==> src/acmp_pkg.sv <==
package acmp_pkg;

    // ------------------------------------------------------------------
    // Register map
    // ------------------------------------------------------------------
    localparam logic [7:0] REF_SELECT_ADDR  = 8'h2c;
    localparam logic [7:0] CMP_CONTROL_ADDR = 8'h2d;
    localparam logic [7:0] IRQ_STATUS_ADDR  = 8'h30;
    localparam logic [7:0] IRQ_CLEAR_ADDR   = 8'h31;
    localparam logic [7:0] IRQ_ENABLE_ADDR  = 8'h32;

    localparam logic [7:0] REF_SELECT_RST   = 8'h00;
    localparam logic [7:0] CMP_CONTROL_RST  = 8'h80;

    // ------------------------------------------------------------------
    // Field positions
    // ------------------------------------------------------------------
    localparam int CC_HYST   = 7;
    localparam int CC_INV    = 5;
    localparam int CC_FLAG   = 4;
    localparam int CC_IE     = 3;
    localparam int CC_STORED = 2;
    localparam int CC_PIN    = 1;
    localparam int CC_POWER  = 0;
    localparam int RS_EXT    = 7;
    localparam int RS_BGR    = 6;
    localparam int RS_LVL_HI = 5;
    localparam int RS_LVL_LO = 2;

    // Extra status events: bit 0 selected-edge event (falling when inverted), bit 1 any change.
    localparam int EV_EDGE   = 0;
    localparam int EV_CHANGE = 1;
    localparam int EV_W      = 2;

    // ------------------------------------------------------------------
    // Timing
    // ------------------------------------------------------------------
    localparam int CLK_PERIOD_PS = 8000;
    localparam int IRQ_DELAY_PS  = 250000;
    localparam int IRQ_DELAY_CYC = IRQ_DELAY_PS / CLK_PERIOD_PS;

    // ------------------------------------------------------------------
    // Types
    // ------------------------------------------------------------------
    typedef enum logic [1:0] {
        REF_LEVEL   = 2'b00,
        REF_BANDGAP = 2'b01,
        REF_EXTERN  = 2'b10
    } acmp_ref_src_t;

    typedef struct packed {
        acmp_ref_src_t source;
        logic [3:0]    level_code;
    } acmp_ref_t;

    typedef struct packed {
        logic [7:0] addr;
        logic [7:0] wdata;
        logic       wr;
        logic       rd;
    } acmp_bus_t;

endpackage : acmp_pkg

==> src/acmp_control.sv <==
// Notes on behaviour
// - Raw result high when positive exceeds negative
// - Invert bit inverts the presented output
// - Flag set on selected output edge
// - Control read clears flag; writes ignored
// - Interrupt needs flag and enable set
// - Interrupt edge follows output by 250ns
// - Powered off output reads as one
// - Power bit switches comparator power output and, when clear, forces the output to one
// - Pin enable routes output to port pin
// - Output feeds timer break input
// - Stored bit reflects output, reset clears
// - Hysteresis bit set at reset
// - External reference wins over all
// - Bandgap reference when bandgap bit set, external clear
// - Level code picks sixteen levels
`timescale 1ns/1ps
module acmp_control (
    // Clock, reset and enable
    input  wire logic              clk_in,
    input  wire logic              resetn_in,
    input  wire logic              ce_in,
    // Register port
    input  wire logic [7:0]        addr_in,
    input  wire logic [7:0]        wdata_in,
    input  wire logic              wr_in,
    input  wire logic              rd_in,
    output logic      [7:0]        rdata_out,
    // Analog core
    input  wire logic              raw_result_in,
    output logic                   comparator_power_out,
    output logic                   hysteresis_enable_out,
    output acmp_pkg::acmp_ref_t    reference_out,
    // Output routing
    output logic                   port_a_pin_seven_out,
    output logic                   port_a_pin_seven_oe_out,
    output logic                   timer_break_out,
    // Interrupts
    output logic                   comparator_irq_out,
    output logic                   event_irq_out
);

    acmp_pkg::acmp_bus_t bus;
    logic [7:0]  ref_select_reg;
    logic [7:0]  control_reg;
    logic        sync1_reg;
    logic        sync2_reg;
    logic        result_output_reg;
    logic        result_prev_reg;
    logic        flag_reg;
    logic        irq_reg;
    logic [7:0]  rdata_reg;
    logic [acmp_pkg::EV_W-1:0] ev_status_reg;
    logic [acmp_pkg::EV_W-1:0] ev_enable_reg;
    logic [acmp_pkg::EV_W-1:0] ev_next;
    logic        result_next;
    logic        edge_hit;
    logic        delayed_result;
    logic        delayed_prev_reg;
    logic        ctrl_rd;

    assign bus = '{addr: addr_in, wdata: wdata_in, wr: wr_in, rd: rd_in};

    function automatic logic addr_is(input logic [7:0] a,
                                     input logic [7:0] target);
        addr_is = (a == target);
    endfunction : addr_is

    // ------------------------------------------------------------------
    // Synchronizer
    // ------------------------------------------------------------------
    // Two flop sync
    always_ff @(posedge clk_in) begin
        if (!resetn_in) begin
            sync1_reg <= 1'b0;
            sync2_reg <= 1'b0;
        end else if (ce_in) begin
            sync1_reg <= raw_result_in;
            sync2_reg <= sync1_reg;
        end
    end

    // ------------------------------------------------------------------
    // Output value
    // ------------------------------------------------------------------
    always_comb begin
        result_next = sync2_reg;
        if (control_reg[acmp_pkg::CC_INV]) begin
            result_next = ~sync2_reg;
        end
        if (!control_reg[acmp_pkg::CC_POWER]) begin
            result_next = 1'b1;
        end
    end

    always_ff @(posedge clk_in) begin
        if (!resetn_in) begin
            result_output_reg <= 1'b1;
            result_prev_reg   <= 1'b1;
        end else if (ce_in) begin
            result_output_reg <= result_next;
            result_prev_reg   <= result_output_reg;
        end
    end

    acmp_delay #(
        .DEPTH (acmp_pkg::IRQ_DELAY_CYC)
    ) u_delay (
        .clk_in    (clk_in),
        .resetn_in (resetn_in),
        .enable_in (ce_in),
        .d_in      (result_output_reg),
        .q_out     (delayed_result)
    );

    always_ff @(posedge clk_in) begin
        if (!resetn_in) begin
            delayed_prev_reg <= 1'b1;
        end else if (ce_in) begin
            delayed_prev_reg <= delayed_result;
        end
    end

    assign edge_hit = control_reg[acmp_pkg::CC_INV]
                    ? (delayed_prev_reg & ~delayed_result)
                    : (~delayed_prev_reg & delayed_result);

    assign ctrl_rd = bus.rd & addr_is(bus.addr, acmp_pkg::CMP_CONTROL_ADDR);

    // ------------------------------------------------------------------
    // Event flag
    // ------------------------------------------------------------------
    // Read clears, set wins
    always_ff @(posedge clk_in) begin
        if (!resetn_in) begin
            flag_reg <= 1'b0;
        end else if (ce_in) begin
            if (edge_hit) begin
                flag_reg <= 1'b1;
            end else if (ctrl_rd) begin
                flag_reg <= 1'b0;
            end
        end
    end

    // ------------------------------------------------------------------
    // Control and reference registers
    // ------------------------------------------------------------------
    // Enable reset clear
    always_ff @(posedge clk_in) begin
        if (!resetn_in) begin
            control_reg    <= acmp_pkg::CMP_CONTROL_RST;
            ref_select_reg <= acmp_pkg::REF_SELECT_RST;
        end else if (ce_in) begin
            if (bus.wr && addr_is(bus.addr, acmp_pkg::CMP_CONTROL_ADDR)) begin
                control_reg[acmp_pkg::CC_HYST]  <=
                    bus.wdata[acmp_pkg::CC_HYST];
                control_reg[acmp_pkg::CC_INV]   <=
                    bus.wdata[acmp_pkg::CC_INV];
                control_reg[acmp_pkg::CC_IE]    <=
                    bus.wdata[acmp_pkg::CC_IE];
                control_reg[acmp_pkg::CC_PIN]   <=
                    bus.wdata[acmp_pkg::CC_PIN];
                control_reg[acmp_pkg::CC_POWER] <=
                    bus.wdata[acmp_pkg::CC_POWER];
            end else if (bus.wr &&
                         addr_is(bus.addr, acmp_pkg::REF_SELECT_ADDR)) begin
                ref_select_reg <= {bus.wdata[7:2], 2'b00};
            end
            control_reg[acmp_pkg::CC_STORED] <= result_output_reg;
        end
    end

    // ------------------------------------------------------------------
    // Extra event status, clear and enable
    // ------------------------------------------------------------------
    always_comb begin
        ev_next = ev_status_reg;
        if (bus.wr && addr_is(bus.addr, acmp_pkg::IRQ_CLEAR_ADDR)) begin
            ev_next = ev_next & ~bus.wdata[acmp_pkg::EV_W-1:0];
        end
        if (edge_hit) begin
            ev_next[acmp_pkg::EV_EDGE] = 1'b1;
        end
        if (result_output_reg != result_prev_reg) begin
            ev_next[acmp_pkg::EV_CHANGE] = 1'b1;
        end
    end

    always_ff @(posedge clk_in) begin
        if (!resetn_in) begin
            ev_status_reg <= '0;
            ev_enable_reg <= '0;
        end else if (ce_in) begin
            ev_status_reg <= ev_next;
            if (bus.wr && addr_is(bus.addr, acmp_pkg::IRQ_ENABLE_ADDR)) begin
                ev_enable_reg <= bus.wdata[acmp_pkg::EV_W-1:0];
            end
        end
    end

    always_ff @(posedge clk_in) begin
        if (!resetn_in) begin
            irq_reg <= 1'b0;
        end else if (ce_in) begin
            irq_reg <= flag_reg & control_reg[acmp_pkg::CC_IE];
        end
    end

    assign comparator_irq_out = irq_reg;
    assign event_irq_out      = |(ev_status_reg & ev_enable_reg);

    // ------------------------------------------------------------------
    // Read data
    // ------------------------------------------------------------------
    always_ff @(posedge clk_in) begin
        if (!resetn_in) begin
            rdata_reg <= 8'h00;
        end else if (ce_in) begin
            rdata_reg <= 8'h00;
            if (bus.rd) begin
                if (addr_is(bus.addr, acmp_pkg::REF_SELECT_ADDR)) begin
                    rdata_reg <= ref_select_reg;
                end else if (addr_is(bus.addr,
                                     acmp_pkg::CMP_CONTROL_ADDR)) begin
                    rdata_reg <= {control_reg[7:5], flag_reg,
                                  control_reg[3:0]};
                end else if (addr_is(bus.addr,
                                     acmp_pkg::IRQ_STATUS_ADDR)) begin
                    rdata_reg <= {6'h00, ev_status_reg};
                end else if (addr_is(bus.addr,
                                     acmp_pkg::IRQ_ENABLE_ADDR)) begin
                    rdata_reg <= {6'h00, ev_enable_reg};
                end
            end
        end
    end

    assign rdata_out = rdata_reg;

    // ------------------------------------------------------------------
    // Analog controls and routing
    // ------------------------------------------------------------------
    // Power control
    assign comparator_power_out  = control_reg[acmp_pkg::CC_POWER];
    assign hysteresis_enable_out = control_reg[acmp_pkg::CC_HYST];

    always_comb begin
        reference_out.level_code =
            ref_select_reg[acmp_pkg::RS_LVL_HI:acmp_pkg::RS_LVL_LO];
        if (ref_select_reg[acmp_pkg::RS_EXT]) begin
            reference_out.source = acmp_pkg::REF_EXTERN;
        end else if (ref_select_reg[acmp_pkg::RS_BGR]) begin
            reference_out.source = acmp_pkg::REF_BANDGAP;
        end else begin
            reference_out.source = acmp_pkg::REF_LEVEL;
        end
    end

    assign port_a_pin_seven_out    = result_output_reg;
    assign port_a_pin_seven_oe_out = control_reg[acmp_pkg::CC_PIN];
    assign timer_break_out         = result_output_reg;

endmodule : acmp_control

==> src/acmp_delay.sv <==
`timescale 1ns/1ps
module acmp_delay #(
    parameter int DEPTH = 31
) (
    // Clock and reset
    input  wire logic clk_in,
    input  wire logic resetn_in,
    input  wire logic enable_in,
    // Data
    input  wire logic d_in,
    output logic      q_out
);

    logic [DEPTH-1:0] pipe_reg;

    // ------------------------------------------------------------------
    // Shift line
    // ------------------------------------------------------------------
    always_ff @(posedge clk_in) begin
        if (!resetn_in) begin
            pipe_reg <= '1;
        end else if (enable_in) begin
            pipe_reg <= {pipe_reg[DEPTH-2:0], d_in};
        end
    end

    assign q_out = pipe_reg[DEPTH-1];

endmodule : acmp_delay

==> config.mk <==
export PLATFORM = sky130hd
export DESIGN_NAME = acmp_control
export DESIGN_NICKNAME = d
export VERILOG_FILES = /design/src/acmp_pkg.sv /design/src/acmp_control.sv /design/src/acmp_delay.sv
export SDC_FILE = /design/constraint.sdc
export NUM_CORES = 1
export LEC_CHECK = 0
export BUFFER_PORTS_ARGS = -buffer_cell sky130_fd_sc_hd__buf_2
export CORE_MARGIN = 8
export CORE_UTILIZATION = 55
export DETAILED_ROUTE_END_ITERATION = 10
export GPL_ROUTABILITY_DRIVEN = 0
export PLACE_DENSITY = 0.88
export SYNTH_ARGS = -nofsm -noshare
export SYNTH_HDL_FRONTEND = slang
export SYNTH_SLANG_ARGS = --single-unit
==> constraint.sdc <==
create_clock -name clk_in -period 1.8 [get_ports clk_in]
set_input_delay 0.18 -clock clk_in [delete_from_list [all_inputs] [get_ports clk_in]]
set_output_delay 0.18 -clock clk_in [all_outputs]
set_load 0.01 [all_outputs]
==> flow_metrics.py <==
metrics = {
    "run_status": {
        "outcome": "complete, no violations",
    },
    "clocking": {
        "cts_setup_buffers": 0,
        "clkTransAtPathRegs_ns": 0.07,
        "clk_path_buf_depth": 2,
        "clock-sinks": 61,
        "h-tree-depth": 3,
        "insertion_delay_ns": 0.33,
        "post_cts_resized": 0,
        "cts_tree": "done",
        "cts_buffers": 9,
        "cts_hold_buffers": 0,
        "root_buffer": "clkbuf_8",
    },
    "floorplanning": {
        "pin_count": 43,
        "dieWidth_um": 83.7,
        "core_region_area_mm2": 0.00438,
        "die_h_um": 83.7,
        "dieArea_mm2": 0.00700,
        "initial_core_util_pct": 57.4,
        "num_rows": 24,
    },
    "setup_path": {
        "crit_cells": 5,
        "cp-startpoint": "addr_in[1]",
        "arrival_ns": 1.71,
        "crit_chain": "buf_2, or4b_1, nor4_4, buf_4, mux2i_1",
        "worst_path_dominant_cell_family": "simple AND/OR/NAND/NOR gates",
        "critPathRequiredTime_ns": 2.06,
        "r2r_end": "ev_status_reg[0]",
        "reg2regPathDepth": 3,
        "critPathCapture": "ref_select_reg[5]",
        "path_max_fanout": 6,
        "start_kind": "primary input",
        "cp_slowest_stage_delay_ns": 0.69,
        "timing.rr.start": "control_reg[5]",
        "cp_num_buf_inv": 2,
        "crit_type": "in -> reg",
        "ff2ff_setup_slack_ns": 0.83,
        "endpoint_kind": "flip-flop",
        "worst_path_max_delay_cell": "or4b_1",
    },
    "detailed_routing": {
        "dr.pass1.iters": 4,
        "wire_per_inst_um": 13.9,
        "wl_um": 4930,
        "vias": 1877,
        "ant_nets": 0,
        "drt_iter0_markers": 72,
        "drc_errors": 0,
        "viasPerCell": 5.27,
    },
    "synthesis": {
        "synthCells": 257,
        "synth_ff_type": "dfxtp_1",
        "async_flop_share_pct": 0,
        "synth.most_common_cell": "nand2_1",
        "yosys-top-cells-count": "64 x nand2_1, 61 x dfxtp_1, 51 x mux2i_1",
        "yosys-top-cells-area": "dfxtp_1 48%, mux2i_1 20%, nand2_1 9.5%",
        "syn_area_mm2": 0.00252,
        "yosysTopAreaCell": "dfxtp_1",
        "synth_enable_flop_cells": 0,
        "ys_ff_latch": 61,
        "synth_top_area_share_pct": 48.5,
        "ys_seq_area_share_pct": 48.5,
        "synth_nets": 279,
        "postSynthAreaPerCell_um2": 9.80,
        "synth.yosys.warnings": 0,
        "synth_cell_types": 37,
    },
    "placement": {
        "numPortBuffers": 42,
        "dp.cells": 340,
        "hpwlAfterDp_um": 3550,
    },
    "global_route": {
        "grt_pass1_wl_um": 8540,
        "overflow": 0,
        "track_usage_pct": 14.4,
        "grt_max_degree": 40,
        "grt_pass1_vias": 1870,
        "grt_antenna_before_repair": 0,
    },
    "timing": {
        "relSlewSlack_pct": 69.2,
        "worstMarginPinSlew_ns": 0.455,
        "post-route-period-util_pct": 80.4,
        "rsz0062_at_grt": "false",
        "tns_ns": 0,
        "finClkSkew_ns": 0.00671,
        "slew_violations": 0,
        "setup_violations": 0,
        "max_freq_mhz": 691,
        "hold_viol": 0,
        "post-route-min-period_ns": 1.45,
    },
    "pwr": {
        "p_per_area_mw_per_mm2": 882,
        "p_leak_nw": 1.26,
        "ir_worst_vdd_mv": 0.668,
    },
    "hold_path": {
        "hold_path.startpoint": "wdata_in[4]",
        "hold_class": "in -> reg",
    },
    "layout": {
        "largest_reg_flops": 31,
        "instances_no_fill": 356,
        "drive_above_1_share_pct": 24.0,
        "fin_nets": 321,
        "antenna_cells": 0,
        "areaGrowthSynthToFinish_pct": 16.4,
    },
    "flow_run": {
        "maxCapViolations": 0,
    },
}
## report_power, final
part / internal (W) / total [W] / switching (W)
Sequential: 0.00136 / 0.00136 / 0.00000488
Combinational: 0.0000622 / 0.000146 / 0.0000840
Clock: 0.000568 / 0.00108 / 0.000511
Total: 0.00199 / 0.00259 / 0.000600
## worst register-to-register path: stages, from the launching register on
cell and delay, ns:
dfxtp_1 0.36, and3b_1 0.19, o21ai_0 0.19, a21boi_0 0.11
## worst min-delay path by stage
stage / slack (ns) / depth (start not counted) / to
2_1_floorplan: 0.32 / 2 / ref_select_reg[6]
3_5_place_dp: 0.44 / 3 / ref_select_reg[2]
4_1_cts: 0.08 / 3 / ref_select_reg[4]
5_1_grt: 0.1 / 3 / ref_select_reg[4]
3_3_place_gp: 0.43 / 2 / rdata_out[7]
6_report: 0.09 / 3 / ref_select_reg[4]
## cells by family (layout without fill, tap and decap cells)
| kind of cell | Yosys count | after routing | share of synthesized area (%) |
|---|---|---|---|
| compound gates | 22 | 22 | 5.91 |
| xor+xnor | 2 | 2 | 0.696 |
| buf+inv | 22 | 69 | 4.57 |
| flops | 61 | 61 | 48.5 |
| mux | 53 | 53 | 21.2 |
| simple gates | 97 | 97 | 19.2 |
## through the flow
| step | utilization (%) | setup WS [ns] | hold WS, ns | power (W) | area (um^2) |
|---|---|---|---|---|---|
| floorplan | - | 0.190 | 0.322 | 0.00149 | 2520 |
| global placement | 62.8 | 0.0823 | 0.429 | 0.00153 | 2750 |
| detailed placement | 62.8 | 0.00636 | 0.437 | 0.00154 | 2750 |
| CTS | 66.9 | 0.348 | 0.0832 | 0.00260 | 2930 |
| global route | 66.9 | 0.300 | 0.0983 | 0.00268 | 2930 |
| finish | 66.9 | 0.352 | 0.0890 | 0.00259 | 2930 |
## placed cells by master (no fill, tap or decap), types with 3 or more instances in the layout
cell	instances
clkinv_2	3
buf_2	42
mux2i_1	51
clkbuf_8	11
a21boi_0	4
dfxtp_1	61
o21ai_0	7
nand2b_1	3
nand3_1	5
buf_4	9
nor2b_1	7
nand2_1	64
o31ai_1	3
## layout make-up
cell class	instances	area, um^2
fillers	387	1450
flip-flops and latches	61	1220
multi-input cells	174	1180
repair buffers	51	278
clock buffers	12	155
well taps	52	65.1
clock inverters	4	22.5
inverters	2	7.51
## metal layers
layer  global-route usage (%)  part of all wire, %  vias to the layer above
met5                        0                    0                        -
met4                     6.59                  1.9                        0
met3                     5.18                  6.2                        9
met2                     22.9                   45                       43
met1                     16.9                   47                      872
li1                         -                    -                      953
Note: power is estimated with default switching activity, not from simulation.
